**src/hw/mas_pkg.sv**
```systemverilog
// Shared constants and types for the monitoring converter sequencer
package mas_pkg;

  // ==========================================================
  // Register map
  localparam logic [7:0] OFS_RESULT_UPPER = 8'h07;
  localparam logic [7:0] OFS_RESULT_LOWER = 8'h08;
  localparam logic [7:0] OFS_CONV_CTRL    = 8'h09;
  localparam logic [7:0] OFS_CHAN_READY   = 8'h0a;

  // ==========================================================
  // Field positions in the control register
  localparam int CTRL_ENABLE_BIT  = 0;
  localparam int CTRL_ONESHOT_BIT = 1;
  localparam int CTRL_SCAN_BIT    = 2;
  localparam int CTRL_BUFDIS_BIT  = 3;

  // Field positions in the channel and ready register
  localparam int CONV_CH_LSB   = 0;
  localparam int READ_CH_LSB   = 4;
  localparam int READY_BIT     = 7;
  localparam int CH_WIDTH      = 3;

  // Result placement inside the two read-only bytes
  localparam int UPPER_SRC_LSB = 4;
  localparam int LOWER_SRC_MSB = 3;

  // ==========================================================
  // Converter geometry and reset values
  localparam int RESULT_WIDTH  = 12;
  localparam int NUM_CHANNELS  = 7;
  localparam logic [2:0] LAST_CHANNEL = 3'h6;
  localparam logic [2:0] FIRST_CHANNEL = 3'h0;
  localparam logic [7:0] RESET_BYTE   = 8'h00;
  localparam logic       RESET_BIT    = 1'b0;

  // Channel codes of both channel fields
  typedef enum logic [2:0] {
    CH_INPUT_CURRENT  = 3'b000,
    CH_INPUT_VOLTAGE  = 3'b001,
    CH_OUTPUT_CURRENT = 3'b010,
    CH_OUTPUT_VOLTAGE = 3'b011,
    CH_THERMISTOR     = 3'b100,
    CH_DIE_TEMP       = 3'b101,
    CH_EXTERNAL       = 3'b110
  } mas_channel_type;

  // Sequencer states
  typedef enum logic [1:0] {
    ST_IDLE  = 2'b00,
    ST_START = 2'b01,
    ST_WAIT  = 2'b10
  } mas_state_type;

endpackage

```
**src/hw/mas_result_file.sv**
```systemverilog
// Per-channel result storage with a registered read port
module mas_result_file #(
  parameter int DEPTH = 7,
  parameter int WIDTH = 12
) (
  input  wire logic             clk_sys,
  input  wire logic             sys_rst,
  input  wire logic             clkEn,
  input  wire logic             wrEn,
  input  wire logic [2:0]       wrIdx,
  input  wire logic [WIDTH-1:0] wrData,
  input  wire logic [2:0]       rdIdx,
  output logic      [WIDTH-1:0] rdData
);

  logic [WIDTH-1:0] slot_reg [DEPTH];

  // ==========================================================
  // One result register per channel, out-of-range writes dropped
  always_ff @(posedge clk_sys) begin
    if (sys_rst) begin
      for (int i = 0; i < DEPTH; i++) begin
        slot_reg[i] <= '0;
      end
    end else if (clkEn && wrEn && (int'(wrIdx) < DEPTH)) begin
      slot_reg[wrIdx] <= wrData;
    end
  end

  // Seven-to-one selector into a read register, unused code reads zero
  always_ff @(posedge clk_sys) begin
    if (sys_rst) begin
      rdData <= '0;
    end else if (clkEn) begin
      rdData <= (int'(rdIdx) < DEPTH) ? slot_reg[rdIdx] : '0;
    end
  end

endmodule

```
**src/hw/mas_adc_seq.sv**
```systemverilog
// Converter sequencer with control registers, result mapping and interrupt
// Summary of operation
// [RULE1] One 12-bit converter, multiplexer picks one of seven channels per conversion.
// [RULE2] Each channel result kept separately; one selected into the register map.
// [RULE3] Converter enable bit in control register 0x09 starts and stops conversions.
// [RULE4] Host selects single-shot: one-shot 1, scan 0, buffer-disable 0.
// [RULE5] Single-shot converts conversion-channel field; read-channel field picks exposed result.
// [RULE6] Host sets read channel equal to conversion channel in single-shot.
// [RULE7] Writing enable 1 starts a single-shot conversion of selected channel.
// [RULE8] Single-shot end sets ready, drives interrupt low, clears enable.
// [RULE9] Result high bits at 0x07, low bits at 0x08.
// [RULE10] Interrupt low and ready set held until result is read; the code also clears ready when enable is written to 1 from 0.
// [RULE11] Reading the result releases the interrupt by itself.
// [RULE12] Host repeats by rewriting enable; changes channels first for another input.
// [RULE13] Host selects polling: one-shot 0, scan 1, buffer-disable 0.
// [RULE14] Polling begins when enable is written to 1.
// [RULE15] Polling steps through all channels continuously, overwriting each result.
// [RULE16] Polling sets ready once every channel has been converted.
// [RULE17] Polling never drives the interrupt low.
// [RULE18] Host checks ready before reading polling results.
// [RULE19] Host picks exposed polling channel with the read-channel field.
// [RULE20] Channel codes 000 to 110 map to the seven monitored inputs.
// [RULE21] Clearing enable during polling stops after the conversion in progress.
module mas_adc_seq #(
  parameter int RESULT_WIDTH = mas_pkg::RESULT_WIDTH,
  parameter int NUM_CHANNELS = mas_pkg::NUM_CHANNELS
) (
  input  wire logic                    clk_sys,
  input  wire logic                    sys_rst,
  input  wire logic                    clkEn,
  input  wire logic                    regWrEn,
  input  wire logic                    regRdEn,
  input  wire logic [7:0]              regAddr,
  input  wire logic [7:0]              regWrData,
  output logic      [7:0]              regRdData,
  output logic                         convStart,
  output logic      [2:0]              convChannel,
  input  wire logic                    convDone,
  input  wire logic [RESULT_WIDTH-1:0] convData,
  output logic                         inputBufferDisable,
  output logic                         interruptOutN
);

  // ==========================================================
  // Declarations
  mas_pkg::mas_state_type state_reg;
  mas_pkg::mas_state_type state_next;

  logic                    convEnable_reg;
  logic                    oneShot_reg;
  logic                    channelScanSelect_reg;
  logic                    inputBufferDisable_reg;
  logic [2:0]              conversionChannel_reg;
  logic [2:0]              readbackChannel_reg;
  logic                    dataReady_reg;
  logic                    irqPending_reg;
  logic [2:0]              pollChannel_reg;
  logic [2:0]              activeChannel_reg;
  logic                    activePoll_reg;
  logic                    convStart_reg;
  logic [RESULT_WIDTH-1:0] readWord;

  logic ctrlWrite;
  logic chanWrite;
  logic resultRead;
  logic singleMode;
  logic pollMode;
  logic launch;
  logic finish;
  logic finishSingle;
  logic finishPoll;
  logic sweepDone;
  logic pollRestart;

  // ==========================================================
  // Decode of register accesses and mode
  assign ctrlWrite  = regWrEn && (regAddr == mas_pkg::OFS_CONV_CTRL);
  assign chanWrite  = regWrEn && (regAddr == mas_pkg::OFS_CHAN_READY);
  assign resultRead = regRdEn && ((regAddr == mas_pkg::OFS_RESULT_UPPER) ||
                                  (regAddr == mas_pkg::OFS_RESULT_LOWER));
  assign singleMode = oneShot_reg && !channelScanSelect_reg;
  assign pollMode   = !oneShot_reg && channelScanSelect_reg;

  // Conversion launch and completion events
  assign launch       = (state_reg == mas_pkg::ST_IDLE) && convEnable_reg &&
                        (singleMode || pollMode); // [RULE7] [RULE14] [RULE21]
  assign finish       = (state_reg == mas_pkg::ST_WAIT) && convDone;
  assign finishSingle = finish && !activePoll_reg;
  assign finishPoll   = finish && activePoll_reg;
  assign sweepDone    = finishPoll && (activeChannel_reg == mas_pkg::LAST_CHANNEL);
  assign pollRestart  = ctrlWrite && regWrData[mas_pkg::CTRL_ENABLE_BIT] && !convEnable_reg;

  // ==========================================================
  // Sequencer state machine
  always_comb begin
    state_next = state_reg;
    unique case (state_reg)
      mas_pkg::ST_IDLE: begin
        if (launch) begin
          state_next = mas_pkg::ST_START;
        end
      end
      mas_pkg::ST_START: begin
        state_next = mas_pkg::ST_WAIT;
      end
      mas_pkg::ST_WAIT: begin
        if (convDone) begin
          state_next = mas_pkg::ST_IDLE;
        end
      end
      default: begin
        state_next = mas_pkg::ST_IDLE;
      end
    endcase
  end

  // State register
  always_ff @(posedge clk_sys) begin
    if (sys_rst) begin
      state_reg <= mas_pkg::ST_IDLE;
    end else if (clkEn) begin
      state_reg <= state_next;
    end
  end

  // Channel and mode latched at launch, held through the conversion
  always_ff @(posedge clk_sys) begin
    if (sys_rst) begin
      activeChannel_reg <= mas_pkg::FIRST_CHANNEL;
      activePoll_reg    <= mas_pkg::RESET_BIT;
    end else if (clkEn && launch) begin
      activeChannel_reg <= pollMode ? pollChannel_reg : conversionChannel_reg; // [RULE5] [RULE15]
      activePoll_reg    <= pollMode;
    end
  end

  // One-cycle start pulse to the converter
  always_ff @(posedge clk_sys) begin
    if (sys_rst) begin
      convStart_reg <= mas_pkg::RESET_BIT;
    end else if (clkEn) begin
      convStart_reg <= (state_next == mas_pkg::ST_START); // [RULE1]
    end
  end

  assign convStart   = convStart_reg;
  assign convChannel = activeChannel_reg; // [RULE1] [RULE20]

  // Polling channel walks 0..6 and wraps
  always_ff @(posedge clk_sys) begin
    if (sys_rst) begin
      pollChannel_reg <= mas_pkg::FIRST_CHANNEL;
    end else if (clkEn) begin
      if (pollRestart) begin
        pollChannel_reg <= mas_pkg::FIRST_CHANNEL; // [RULE14]
      end else if (finishPoll) begin
        pollChannel_reg <= (activeChannel_reg == mas_pkg::LAST_CHANNEL) ?
                           mas_pkg::FIRST_CHANNEL : activeChannel_reg + 3'h1; // [RULE15]
      end
    end
  end

  // ==========================================================
  // Control register; software set wins over the hardware clear
  always_ff @(posedge clk_sys) begin
    if (sys_rst) begin
      convEnable_reg         <= mas_pkg::RESET_BIT;
      oneShot_reg            <= mas_pkg::RESET_BIT;
      channelScanSelect_reg  <= mas_pkg::RESET_BIT;
      inputBufferDisable_reg <= mas_pkg::RESET_BIT;
    end else if (clkEn) begin
      if (ctrlWrite) begin
        convEnable_reg         <= regWrData[mas_pkg::CTRL_ENABLE_BIT]; // [RULE3]
        oneShot_reg            <= regWrData[mas_pkg::CTRL_ONESHOT_BIT];
        channelScanSelect_reg  <= regWrData[mas_pkg::CTRL_SCAN_BIT];
        inputBufferDisable_reg <= regWrData[mas_pkg::CTRL_BUFDIS_BIT];
      end else if (finishSingle) begin
        convEnable_reg <= 1'b0; // [RULE8]
      end
    end
  end

  assign inputBufferDisable = inputBufferDisable_reg;

  // Channel fields
  always_ff @(posedge clk_sys) begin
    if (sys_rst) begin
      conversionChannel_reg <= mas_pkg::FIRST_CHANNEL;
      readbackChannel_reg   <= mas_pkg::FIRST_CHANNEL;
    end else if (clkEn && chanWrite) begin
      conversionChannel_reg <= regWrData[mas_pkg::CONV_CH_LSB +: mas_pkg::CH_WIDTH]; // [RULE5]
      readbackChannel_reg   <= regWrData[mas_pkg::READ_CH_LSB +: mas_pkg::CH_WIDTH]; // [RULE5]
    end
  end

  // ==========================================================
  // Ready flag: set on single completion or full sweep, set wins
  always_ff @(posedge clk_sys) begin
    if (sys_rst) begin
      dataReady_reg <= mas_pkg::RESET_BIT;
    end else if (clkEn) begin
      if (finishSingle || sweepDone) begin
        dataReady_reg <= 1'b1; // [RULE8] [RULE16]
      end else if (pollRestart || (resultRead && !activePoll_reg)) begin
        dataReady_reg <= 1'b0; // [RULE10]
      end
    end
  end

  // Interrupt pending only from single-shot completion
  always_ff @(posedge clk_sys) begin
    if (sys_rst) begin
      irqPending_reg <= mas_pkg::RESET_BIT;
    end else if (clkEn) begin
      if (finishSingle) begin
        irqPending_reg <= 1'b1; // [RULE8] [RULE17]
      end else if (resultRead) begin
        irqPending_reg <= 1'b0; // [RULE11]
      end
    end
  end

  assign interruptOutN = !irqPending_reg; // [RULE10]

  // ==========================================================
  // Result storage and selector
  mas_result_file #(
    .DEPTH (NUM_CHANNELS),
    .WIDTH (RESULT_WIDTH)
  ) mas_result_file_i (
    .clk_sys (clk_sys),
    .sys_rst (sys_rst),
    .clkEn   (clkEn),
    .wrEn    (finish),
    .wrIdx   (activeChannel_reg),
    .wrData  (convData),
    .rdIdx   (readbackChannel_reg),
    .rdData  (readWord)
  ); // [RULE2]

  // Register read mux, unmapped offsets read zero
  always_ff @(posedge clk_sys) begin
    if (sys_rst) begin
      regRdData <= mas_pkg::RESET_BYTE;
    end else if (clkEn && regRdEn) begin
      unique case (regAddr)
        mas_pkg::OFS_RESULT_UPPER: begin
          regRdData <= readWord[RESULT_WIDTH-1:mas_pkg::UPPER_SRC_LSB]; // [RULE9]
        end
        mas_pkg::OFS_RESULT_LOWER: begin
          regRdData <= {4'h0, readWord[mas_pkg::LOWER_SRC_MSB:0]}; // [RULE9]
        end
        mas_pkg::OFS_CONV_CTRL: begin
          regRdData <= {4'h0, inputBufferDisable_reg, channelScanSelect_reg,
                        oneShot_reg, convEnable_reg};
        end
        mas_pkg::OFS_CHAN_READY: begin
          regRdData <= {dataReady_reg, readbackChannel_reg, 1'b0, conversionChannel_reg};
        end
        default: begin
          regRdData <= mas_pkg::RESET_BYTE;
        end
      endcase
    end
  end

  // ==========================================================
  // Assertions
  a_launch_channel: assert property ( // [RULE1]
    @(posedge clk_sys) disable iff (sys_rst)
    convStart |-> (convChannel != 3'h7 || !activePoll_reg))
    else $error("polling converts an unused channel code");

  a_start_pulse: assert property ( // [RULE1]
    @(posedge clk_sys) disable iff (sys_rst)
    (clkEn && convStart) |=> !convStart)
    else $error("start pulse longer than one cycle");

  a_channel_hold: assert property ( // [RULE1]
    @(posedge clk_sys) disable iff (sys_rst)
    (state_reg == mas_pkg::ST_WAIT) |=> $stable(convChannel))
    else $error("multiplexer select moved during a conversion");

  a_single_start: assert property ( // [RULE7]
    @(posedge clk_sys) disable iff (sys_rst)
    (clkEn && ctrlWrite && !convEnable_reg && state_reg == mas_pkg::ST_IDLE &&
     regWrData[3:0] == 4'h3) |=> ##1 convStart)
    else $error("single-shot enable write did not start a conversion");

  a_single_done: assert property ( // [RULE8]
    @(posedge clk_sys) disable iff (sys_rst)
    (clkEn && finishSingle && !ctrlWrite)
      |=> (dataReady_reg && !interruptOutN && !convEnable_reg))
    else $error("single-shot completion did not flag, interrupt and clear enable");

  a_irq_hold: assert property ( // [RULE10]
    @(posedge clk_sys) disable iff (sys_rst)
    (!interruptOutN && !resultRead) |=> !interruptOutN)
    else $error("interrupt released without a result read");

  a_ready_hold: assert property ( // [RULE10]
    @(posedge clk_sys) disable iff (sys_rst)
    (dataReady_reg && !resultRead && !pollRestart) |=> dataReady_reg)
    else $error("ready flag dropped without a result read");

  a_irq_release: assert property ( // [RULE11]
    @(posedge clk_sys) disable iff (sys_rst)
    (clkEn && resultRead && !finishSingle) |=> interruptOutN)
    else $error("result read did not release interrupt");

  a_poll_start: assert property ( // [RULE14]
    @(posedge clk_sys) disable iff (sys_rst)
    (clkEn && ctrlWrite && !convEnable_reg && state_reg == mas_pkg::ST_IDLE &&
     regWrData[3:0] == 4'h5) |=> ##1 (convStart && convChannel == 3'h0))
    else $error("polling enable write did not start at the first channel");

  a_poll_step: assert property ( // [RULE15]
    @(posedge clk_sys) disable iff (sys_rst)
    (clkEn && finishPoll && !pollRestart && activeChannel_reg != 3'h6)
      |=> (pollChannel_reg == $past(activeChannel_reg) + 3'h1))
    else $error("polling channel did not advance by one");

  a_sweep_ready: assert property ( // [RULE16]
    @(posedge clk_sys) disable iff (sys_rst)
    (clkEn && sweepDone) |=> (dataReady_reg && pollChannel_reg == 3'h0))
    else $error("full sweep did not set ready and wrap");

  a_poll_no_irq: assert property ( // [RULE17]
    @(posedge clk_sys) disable iff (sys_rst)
    $fell(interruptOutN) |-> $past(finishSingle))
    else $error("interrupt asserted without single-shot completion");

  a_poll_irq_quiet: assert property ( // [RULE17]
    @(posedge clk_sys) disable iff (sys_rst)
    (activePoll_reg && interruptOutN) |=> interruptOutN)
    else $error("interrupt asserted during polling");

  a_enable_stop: assert property ( // [RULE21]
    @(posedge clk_sys) disable iff (sys_rst)
    (clkEn && state_reg == mas_pkg::ST_IDLE && !convEnable_reg) |=> !convStart)
    else $error("conversion started with enable cleared");

  a_upper_map: assert property ( // [RULE9]
    @(posedge clk_sys) disable iff (sys_rst)
    (clkEn && regRdEn && regAddr == 8'h07) |=> (regRdData == $past(readWord[11:4])))
    else $error("upper result byte misplaced");

  a_lower_map: assert property ( // [RULE9]
    @(posedge clk_sys) disable iff (sys_rst)
    (clkEn && regRdEn && regAddr == 8'h08) |=> (regRdData == {4'h0, $past(readWord[3:0])}))
    else $error("lower result byte misplaced");

  c_single_done: cover property (@(posedge clk_sys) finishSingle);
  c_full_sweep:  cover property (@(posedge clk_sys) sweepDone);
  c_irq_cleared: cover property (@(posedge clk_sys) $rose(interruptOutN));
  c_poll_stop:   cover property (@(posedge clk_sys) finishPoll ##1 !convEnable_reg);
  c_code_unused: cover property (@(posedge clk_sys) finishSingle && activeChannel_reg == 3'h7);

endmodule

```
**config.mk**
```make
export PLATFORM = sky130hd
export DESIGN_NAME = mas_adc_seq
export DESIGN_NICKNAME = d
export VERILOG_FILES = /design/src/hw/mas_pkg.sv /design/src/hw/mas_result_file.sv /design/src/hw/mas_adc_seq.sv
export SDC_FILE = /design/constraint.sdc
export NUM_CORES = 1
export LEC_CHECK = 0
export BUFFER_PORTS_ARGS = -buffer_cell sky130_fd_sc_hd__buf_2
export CAP_MARGIN = 20
export CORE_MARGIN = 3
export CORE_UTILIZATION = 59
export CTS_CLUSTER_DIAMETER = 80
export CTS_CLUSTER_SIZE = 10
export DETAILED_ROUTE_END_ITERATION = 10
export PLACE_DENSITY = 0.88
export SLEW_MARGIN = 5
export SYNTH_ARGS = -nofsm -noshare
export SYNTH_HDL_FRONTEND = slang
export SYNTH_HIERARCHICAL = 1
export SYNTH_SLANG_ARGS = --single-unit
```
**constraint.sdc**
```tcl
create_clock -name clk_sys -period 2.3 [get_ports clk_sys]
set_input_delay 0.23 -clock clk_sys [delete_from_list [all_inputs] [get_ports clk_sys]]
set_output_delay 0.23 -clock clk_sys [all_outputs]
set_load 0.02 [all_outputs]
```
==> metrics.md, run 1 <==
| Metric | Value |
|---|---|
| Die Ht | ~100 um |
| Clock network power share | ~51% |
| Synth top area share | a little under two fifths |
| All-Layer GR Usage | 27.37% |
| Die Wd | 104.9 um |
| CP Class | reg2reg |
| Hold crit path type | in2reg |
| Fin. max-slew vios | 0 |
| Crit-path max FO | 12 |
| I/O Buffers | 46 |
| FF/Latch Area | 3244 um2 |
| Residual DRC | 0 |
| Rel. slew slack | 55.81% |
| Tmin final | 2.113 ns |
| Net switching power figure | approximately 0.0011 W |
| Crit end category | flop |
| Fin util | 73.40% |
| First-pass GRT wire length | 23480 um |
| TritonRoute pass-1 iters | 6 |
| Vias in the first global route | between 4000 and 5000 |
| CTS HTree Levels | 4 |
| Routed Wire Length | 14350 um |
| Synthesized flop and latch total | roughly 130 |
| 1st-iter DRT viols | 439 |
| Comb power frac | approximately 4% |
| Initial Utilization | between 60% and 70% |
| Number of max-cap violations | 0 |
| Hold depth | 2 |
| Period utilisation layout | 91.86% |
| FP Rows | 35 |
| Synth top area cells | edfxtp_1 (37%), dfxtp_1 (19%), mux2i_1 (9.5%), nor2_1 (5.5%), nand2_1 (2.9%) |
| Sw Share | about a fifth |
| Avg Cell Area, Syn | 10.65 um2 |
| IO Count | 48 |
| Clock-pin slew on the worst setup and hold paths | 0.06 ns |
| Clk buf depth | 2 |
| Largest register FFs | 84 |
| Seq/Total Area, Yosys | 56.20% |
| Maximum VDD drop | 0.6122 mV |
| TritonCTS clock tree | built |
| Crit path DAT | roughly 2.3 ns |
| Final net count | 641 |
| Unrepaired setup endpoints after global routing | false |
| Vias/cell | 5.983 |
| Worst flop-to-flop path endpoint | mas_result_file_i/slot_reg[1][7]$_SDFFCE_PN0P_ |
| Largest net degree at the start of global routing | 39 |
| Fmax achieved | ~0.47 GHz |
| CTS Root Cell | clkbuf_8 |
| R2R cell count | 5 |
| Yosys cell types | 51 |
| TritonCTS buffer count | 17 |
| Final setup viols | 0 |
| Setup TNS | 0 ns |
| Crit path launch type | flop |
| Int Pwr | 0.004324 W |
| Yosys top cell by area | edfxtp_1 |
| GP Congestion | 0.8294 |
| Grt total ovfl | 0 |
| Proportion of layout cells with a drive suffix above 1 | 18.58% |
| Number of synthesized flops with an enable pin | between 70 and 80 |
| Core box area | ~9400 um2 |
| Reg2reg setup slack | between 0.15 and 0.2 ns |
| Die area | 11000 um2 |
| Leak | 2.604 nW |
| Hold Crit Start | sys_rst |
| Post-synthesis cell count | 542 |
| Warnings, synthesis | 6 |
| Mapped Nets | 577 |
| Wire per inst | 19.19 um |
| Worst clock skew | 0.008936 ns |
| Worst skew pair latency | 0.51 ns |
| Final Hold Violating Endpoints | 0 |
| RR Startpoint | state_reg[0]$_SDFFE_PP0P_ |
| Worst-margin pin slew | 0.6629 ns |
| Outcome | complete, no violations |
| Antenna violations before repair | 0 |
| Top FF cell, synth | edfxtp_1 |
| Seq pwr share | a little under half |
| Fill cells | 631 |
| Antenna-violating nets left | 0 |
| Min Hold Slack | approximately 0.12 ns |
| Via count | ~4500 |
| Post-synthesis async set-or-reset flop share | 0% |
| Multi-input logic area | between 2000 and 2500 um2 |
| Detailed Place HPWL | 9173 um |
| Antenna Cells | 0 |
| Post-cts sizing count | 0 |
| Area grow syn2layout | 19.21% |
| Mapped cell area | around 5800 um2 |
| Hold Path Sink | mas_result_file_i/slot_reg[6][1]$_SDFFE_PP0P_ |
| Clk sink count | 126 |
| Worst EP required | between 2 and 2.5 ns |
| Power per Cell Area | 793.4 nW/um2 |
[cell usage after synthesis (11+ instances only)]
cell       n
nand4_1   12
clkbuf_1  18
nor2_1    85
a22oi_1   16
a21oi_1   23
o211ai_1  11
dfxtp_1   54
nand2b_1  21
mux2i_1   55
inv_1     28
edfxtp_1  72
nand2_1   44
[how the worst max path moves through the flow]
stage | end | start | slack, ns | depth (start not counted)
5_1_grt | mas_result_file_i/slot_reg[4][7]$_SDFFCE_PN0P_ | state_reg[1]$_SDFFE_PP0P_ | 0.10 | 5
6_report | mas_result_file_i/slot_reg[1][7]$_SDFFCE_PN0P_ | state_reg[0]$_SDFFE_PP0P_ | 0.19 | 5
2_1_floorplan | mas_result_file_i/slot_reg[3][0]$_SDFFCE_PN0P_ | convChannel[0]$_SDFFE_PP0P_ | 0.54 | 4
3_5_place_dp | readbackChannel_reg[2]$_SDFFE_PP0P_ | regAddr[5] | 0.31 | 5
4_1_cts | mas_result_file_i/slot_reg[1][7]$_SDFFCE_PN0P_ | state_reg[0]$_SDFFE_PP0P_ | 0.23 | 5
3_3_place_gp | readbackChannel_reg[0]$_SDFFE_PP0P_ | regAddr[5] | 0.32 | 5
[timing repair]
| item | CTS | global route |
|---|---|---|
| hold buffers | 13 | 0 |
| endpoints found under the hold margin | 16 | 0 |
| setup buffers | 0 | 0 |
[kinds of logic after synthesis]
| kind of cell | count (synthesis) | synth area share (%) |
|---|---|---|
| DFF | 126 | 56.20 |
| buffers and inverters | 60 | 4.944 |
| muxes | 61 | 10.71 |
| adders and majority gates | 1 | 0.2168 |
| AOI/OAI and AO/OA | 86 | 10.28 |
| and+or+nand+nor | 208 | 17.65 |
[routing by layer]
metal | global-route usage [%] | vias up | part of all wire (%)
met5 | 0 | - | 0
met4 | 9.278 | 0 | 1.6
met3 | 6.424 | 23 | 7.4
met2 | 46.79 | 232 | 51
met1 | 34.14 | 2154 | 40
li1 | - | 2066 | -
[critical path: stages, from the launching register on]
cell and delay [ns]:
dfxtp_1 0.36, and3b_1 0.34, nand2_1 0.08, nor2_1 0.28, nand2_1 0.15, nand2b_1 0.51
[per-stage QoR]
step                total power, W  instances  area (um2)  setup WS, ns
global placement          0.002695        703        6131        0.3219
global route              0.005620        748        6879        0.1031
CTS                       0.005484        748        6879        0.2257
finish                    0.005458        748        6879        0.1872
detailed placement        0.002711        703        6131        0.3068
floorplan                 0.002625        542        5771        0.5409
[area by class of cell]
cell class | instances | share of cell area (%)
Timing Repair Buffer | 77 | 7.384
Inverter | 28 | 1.528
Clock inverter | 13 | 2.710
Clock buffer | 19 | 6.275
Multi-Input combinational cell | 356 | 32.59
Tap cell | 129 | 2.346
Sequential cell | 126 | 47.16
[cells in the final DEF (no fill, tap or decap), types with 17 or more instances in the layout]
| cell | netlist | layout |
|---|---|---|
| inv_1 | 28 | 28 |
| edfxtp_1 | 72 | 72 |
| nand2_1 | 44 | 44 |
| buf_2 | 8 | 46 |
| a21oi_1 | 23 | 23 |
| dfxtp_1 | 54 | 53 |
| nor2_1 | 85 | 85 |
| buf_4 | 1 | 17 |
| nand2b_1 | 21 | 21 |
| mux2i_1 | 55 | 55 |
[power by group through the flow]
stage	Clock, W	Combinational, W	Sequential (W)
after CTS	0.00280	0.000215	0.00247
after global placement	0	0.000184	0.00251
after detailed placement	0	0.000193	0.00252
after global routing	0.00291	0.000236	0.00248
final	0.00277	0.000218	0.00247
after floorplan	0	0.000117	0.00251
Note: power is estimated with default switching activity, not from simulation.
==> inputs of run 2 (changes only) <==
--- a/config.mk
+++ b/config.mk
@@ -12,6 +12,7 @@
 export CTS_CLUSTER_DIAMETER = 80
 export CTS_CLUSTER_SIZE = 10
 export DETAILED_ROUTE_END_ITERATION = 10
+export MAX_ROUTING_LAYER = met4
 export PLACE_DENSITY = 0.88
 export SLEW_MARGIN = 5
 export SYNTH_ARGS = -nofsm -noshare
==> constraint.sdc (replaced) <==
create_clock -name clk_sys -period 2.3 [get_ports clk_sys]
set_input_delay 0.69 -clock clk_sys [delete_from_list [all_inputs] [get_ports clk_sys]]
set_output_delay 0.69 -clock clk_sys [all_outputs]
set_load 0.02 [all_outputs]
==> metrics.md, run 2 (synthesized netlist as in run 1, its figures left out) <==
| Metric | Value |
|---|---|
| Final net count | 640 |
| Leak | 2.611 nW |
| Die area | 11000 um2 |
| Clk buf depth | 2 |
| Most frequent cells in the layout | nor2_1 (85), edfxtp_1 (72), mux2i_1 (55) |
| Tot Pwr | 0.005431 W |
| Crit end category | output pin |
| Family with the most delay on the worst path | flip-flops |
| Final setup viols | 0 |
| Fmax achieved | 0.4702 GHz |
| 1st-iter DRT viols | slightly below 300 |
| TritonCTS clock tree | built |
| Period utilisation layout | between 90 and 100% |
| Fin util | roughly three quarters |
| Rel. slew slack | 64.57% |
| Maximum VDD drop | approximately 0.62 mV |
| GP Congestion | 0.8760 |
| Antenna-violating nets left | 0 |
| Critical path buffer and inverter count | 1 |
| Comb power frac | 3.9% |
| Power per Cell Area | 793.7 nW/um2 |
| Initial Utilization | 61.58% |
| Unrepaired setup endpoints after global routing | false |
| Area grow syn2layout | 18.58% |
| Final design area excluding fillers | 6843 um2 |
| Routed Wire Length | 14190 um |
| Placed Cells | 715 |
| Int Pwr | 0.004289 W |
| Worst clock skew | 0.008107 ns |
| Clock-pin slew on the worst setup and hold paths | ~0.060 ns |
| Met1 GRT Util | 32.70% |
| Vias in the first global route | 4494 |
| Antenna violations before repair | 0 |
| Die Wd | 104.9 um |
| All-Layer GR Usage | 27.68% |
| Hold Crit Start | regWrData[3] |
| Global routing's busiest layer | met2 |
| TritonRoute pass-1 iters | 5 |
| Residual DRC | 0 |
| Final Instance Count excl. Fillers | about 750 |
| Most common cell after layout, fill and taps aside | nor2_1 |
| Worst-margin pin slew | 0.5307 ns |
| Crit path launch type | flop |
| Tmin final | 2.127 ns |
| IO Count | 48 |
| Cts hold-fix bufs | 0 |
| Number of max-cap violations | 0 |
| Vias/cell | 5.890 |
| Met2 track demand over resource | 46.15% |
| I/O Buffers | 46 |
| FP Rows | 35 |
| CP Class | reg2out |
| TritonCTS buffer count | 17 |
| Grt total ovfl | 0 |
| Core box area | 9371 um2 |
| Crit path launch | convChannel[2]$_SDFFE_PP0P_ |
| CTS HTree Levels | 4 |
| Seq pwr share | 45.5% |
| Grt met3 use | 7.103% |
| First-pass GRT wire length | 22880 um |
| Crit path DAT | between 1 and 1.5 ns |
| Final Hold Violating Endpoints | 0 |
| Detailed Place HPWL | roughly 9500 um |
| Fin. max-slew vios | 0 |
| Hold crit path type | in2reg |
| Clk sink count | between 100 and 150 |
| Net switching power figure | between 0.001 and 0.0015 W |
| Sw Share | a little over a fifth |
| Outcome | complete, no violations |
| Proportion of layout cells with a drive suffix above 1 | 20.39% |
| Largest register FFs | 84 |
| Post-cts sizing count | 0 |
| Post-DP Area | 6233 um2 |
| Wire per inst | 18.99 um |
| Antenna Cells | 0 |
| Clock network power share | roughly 50% |
| CP Cell Sequence | buf_2 |
| CTS Root Cell | clkbuf_8 |
| Via count | 4400 |
| Setup TNS | 0 ns |
| Largest net degree at the start of global routing | 36 |
| Die Ht | approximately 100 um |
| RR Startpoint | readbackChannel_reg[2]$_SDFFE_PP0P_ |
| Setup Fix Bufs, Post-CTS | 0 |
| Slowest-stage cell, CP | dfxtp_1 |
| Worst EP required | 1.61 ns |
| Crit-path max FO | 13 |
| Crit path largest cell delay | between 0.6 and 0.7 ns |
| Worst skew pair latency | 0.51 ns |
run 2: cell types whose count changed in the layout (fill, tap and decap cells not counted), sizes merged:
cell / delta
buf: +12
clkbuf: -1
clkinv: +2
clkinvlp: -1
dlygate4sd3: -13
run 2: power by group through the flow:
stage               clock network [W]  registers, W  logic [W]
floorplan                           0       0.00251   0.000117
global placement                    0       0.00251   0.000197
detailed placement                  0       0.00252   0.000205
CTS                           0.00277       0.00247   0.000209
global route                  0.00290       0.00248   0.000229
finish                        0.00275       0.00247   0.000212
run 2: final cells by class:
cell class	instances	area [um2]
multi-input cells	356	2242
clock inverters	14	191.4
fillers	644	2529
clock buffers	18	417.9
well taps	129	161.4
inverters	28	105.1
flip-flops and latches	126	3244
repair buffers	76	480.5
run 2: per-layer routing:
layer	wire [um]	share of wire (%)
met1	5655	40
met2	7204	51
met3	1014	7.1
met4	314	2.2
met5	0	0
run 2: path summary, 6_finish.rpt:
check | depth (start not counted) | to | slack [ns]
max | 1 | convChannel[2] | 0.17
min | 3 | inputBufferDisable$_SDFFE_PP0P_ | 0.42
max reg2reg | 5 | mas_result_file_i/rdData[3]$_SDFFE_PP0P_ | 0.49
min reg2reg | 2 | regRdData[6]$_SDFFE_PP0P_ | 0.45
run 2: worst min-delay path: cells and delay by family:
kind	cells	cell delay, ns
muxes	1	0.05
buffers and inverters	1	0.08
and+or+nand+nor	1	0.07
run 2: through the flow:
step	setup WS (ns)	hold slack, ns
2_1_floorplan	0.08455	0.4360
3_3_place_gp	0.05761	0.4349
3_5_place_dp	-0.01789	0.4411
4_1_cts	0.1792	0.4004
5_1_grt	0.1254	0.4049
6_report	0.1734	0.4173
==> inputs of run 3 (changes only) <==
--- a/config.mk
+++ b/config.mk
@@ -5,13 +5,13 @@
 export SDC_FILE = /design/constraint.sdc
 export NUM_CORES = 1
 export LEC_CHECK = 0
-export BUFFER_PORTS_ARGS = -buffer_cell sky130_fd_sc_hd__buf_2
 export CAP_MARGIN = 20
 export CORE_MARGIN = 3
-export CORE_UTILIZATION = 59
+export CORE_UTILIZATION = 63
 export CTS_CLUSTER_DIAMETER = 80
 export CTS_CLUSTER_SIZE = 10
 export DETAILED_ROUTE_END_ITERATION = 10
+export DONT_BUFFER_PORTS = 1
 export MAX_ROUTING_LAYER = met4
 export PLACE_DENSITY = 0.88
 export SLEW_MARGIN = 5
==> metrics.md, run 3 (synthesized netlist as in run 1, its figures left out) <==
| Metric | Value |
|---|---|
| CP Class | reg2out |
| I/O Buffers | 0 |
| Worst clock skew | roughly 0.0094 ns |
| TritonCTS clock tree | built |
| Reg2reg setup slack | 0.43 ns |
| Initial Utilization | 65.53% |
| Residual DRC | 0 |
| Metal-1 WL | approximately 5400 um |
| Detailed Place HPWL | between 8000 and 9000 um |
| Area grow syn2layout | 13.20% |
| Pre-CTS WS | between 0.08 and 0.09 ns |
| GP Congestion | 0.8675 |
| 1st-iter DRT viols | 304 |
| Comb power frac | 2.5% |
| RR Startpoint | convChannel[1]$_SDFFE_PP0P_ |
| Period utilisation layout | roughly 86% |
| Maximum VDD drop | about 0.95 mV |
| IO Count | 48 |
| Hold crit path type | in2reg |
| Final Hold Violating Endpoints | 0 |
| Min Hold Slack | 0.2380 ns |
| Post-DP Area | 5899 um2 |
| Leak | 2.382 nW |
| All-Layer GR Usage | about 28% |
| Net switching power figure | between 0.001 and 0.0015 W |
| Clk buf depth | 2 |
| Metal2 WL | around 7000 um |
| FP Rows | 34 |
| CTS HTree Levels | 4 |
| Wire per inst | 20.20 um |
| TritonRoute pass-1 iters | 6 |
| CTS Root Cell | clkbuf_8 |
| Sw Share | 20.83% |
| Grt total ovfl | 0 |
| Fin util | 74.18% |
| Tmin final | about 2 ns |
| Worst flop-to-flop path endpoint | mas_result_file_i/slot_reg[6][9]$_SDFFE_PP0P_ |
| Die Wd | 101.7 um |
| Core box area | about 8800 um2 |
| Crit-path max FO | 13 |
| R2R cell count | 4 |
| Fin. max-slew vios | 0 |
| Antenna Cells | 0 |
| Clk sink count | 126 |
| TritonCTS buffer count | 17 |
| Int Pwr | 0.004311 W |
| Rel. slew slack | 54.40% |
| First-pass GRT wire length | roughly 21000 um |
| Final setup viols | 0 |
| Antenna-violating nets left | 0 |
| Crit path launch | convChannel[2]$_SDFFE_PP0P_ |
| Most common cell after layout, fill and taps aside | nor2_1 |
| Worst EP required | 1.61 ns |
| Seq pwr share | 45.4% |
| Met3 routed WL | 1004 um |
| Worst skew pair latency | 0.53 ns |
| Fmax achieved | 0.5077 GHz |
| CP endpoint | convChannel[2] |
| Die Ht | 101.7 um |
| Outcome | complete, no violations |
| Most frequent cells in the layout | nor2_1 (85), edfxtp_1 (72), mux2i_1 (55) |
| Final design area excluding fillers | 6533 um2 |
| Crit path DAT | roughly 1.3 ns |
| Vias/cell | approximately 6.3 |
| Cts hold-fix bufs | 0 |
| Worst path depth | 0 |
| Final net count | 587 |
| Worst Slack Setup Final | 0.3303 ns |
| Clock-pin slew on the worst setup and hold paths | 0.06 ns |
| Antenna violations before repair | 0 |
| Max Used Layer | met4 |
| Largest register FFs | 84 |
| Clock network power share | between 50% and 60% |
| Power per Cell Area | 833.5 nW/um2 |
| Fill cells | 545 |
| Post-cts sizing count | 0 |
| Routed Wire Length | 13600 um |
| Largest net degree at the start of global routing | 56 |
| Unrepaired setup endpoints after global routing | false |
| Via count | 4231 |
| Worst-margin pin slew | between 0.6 and 0.7 ns |
| Vias in the first global route | ~4200 |
| Setup TNS | 0 ns |
| Setup Fix Bufs, Post-CTS | 0 |
| Number of max-cap violations | 0 |
| Die area | 10340 um2 |
| Crit end category | output pin |
| Crit path launch type | flop |
| Proportion of layout cells with a drive suffix above 1 | 13.45% |
## run 3: worst min-delay path by stage
stage | start | endpoint | slack [ns] | cells past startpoint
3_5_place_dp | mas_result_file_i/slot_reg[6][7]$_SDFFE_PP0P_ | mas_result_file_i/slot_reg[6][7]$_SDFFE_PP0P_ | 0.44 | 2
6_report | sys_rst | irqPending_reg$_SDFFE_PP0P_ | 0.24 | 1
5_1_grt | sys_rst | irqPending_reg$_SDFFE_PP0P_ | 0.22 | 1
2_1_floorplan | mas_result_file_i/slot_reg[6][1]$_SDFFE_PP0P_ | mas_result_file_i/slot_reg[6][1]$_SDFFE_PP0P_ | 0.44 | 2
4_1_cts | sys_rst | readbackChannel_reg[2]$_SDFFE_PP0P_ | 0.21 | 1
3_3_place_gp | mas_result_file_i/slot_reg[6][6]$_SDFFE_PP0P_ | mas_result_file_i/slot_reg[6][6]$_SDFFE_PP0P_ | 0.44 | 2
## run 3: layout make-up
type / count / area [um2] / area share (%)
Tap cell: 108 / 135.1 / 2.069
Clock inverter: 14 / 205.2 / 3.141
Clock buffer: 18 / 427.9 / 6.550
Timing Repair Buffer: 23 / 172.7 / 2.643
Sequential cell: 126 / 3244 / 49.66
Multi-Input combinational cell: 356 / 2242 / 34.32
Inverter: 28 / 105.1 / 1.609
## run 3: layer usage
layer / vias to the layer above / GRT usage (%)
li1: 1956 / -
met1: 2062 / 33.77
met2: 190 / 46.53
met3: 23 / 7.094
met4: 0 / 9.611
met5: - / -
## run 3: stage by stage
stage | power (W) | std cells
floorplan | 0.002625 | 542
global placement | 0.002634 | 641
detailed placement | 0.002647 | 641
CTS | 0.005463 | 673
global route | 0.005585 | 673
finish | 0.005445 | 673
## run 3: power groups by stage
| stage | logic [W] | registers (W) | clock network, W |
|---|---|---|---|
| finish | 0.000135 | 0.00247 | 0.00284 |
| global route | 0.000146 | 0.00247 | 0.00296 |
| CTS | 0.000134 | 0.00247 | 0.00286 |
| detailed placement | 0.000131 | 0.00252 | 0 |
| global placement | 0.000124 | 0.00251 | 0 |
| floorplan | 0.000117 | 0.00251 | 0 |
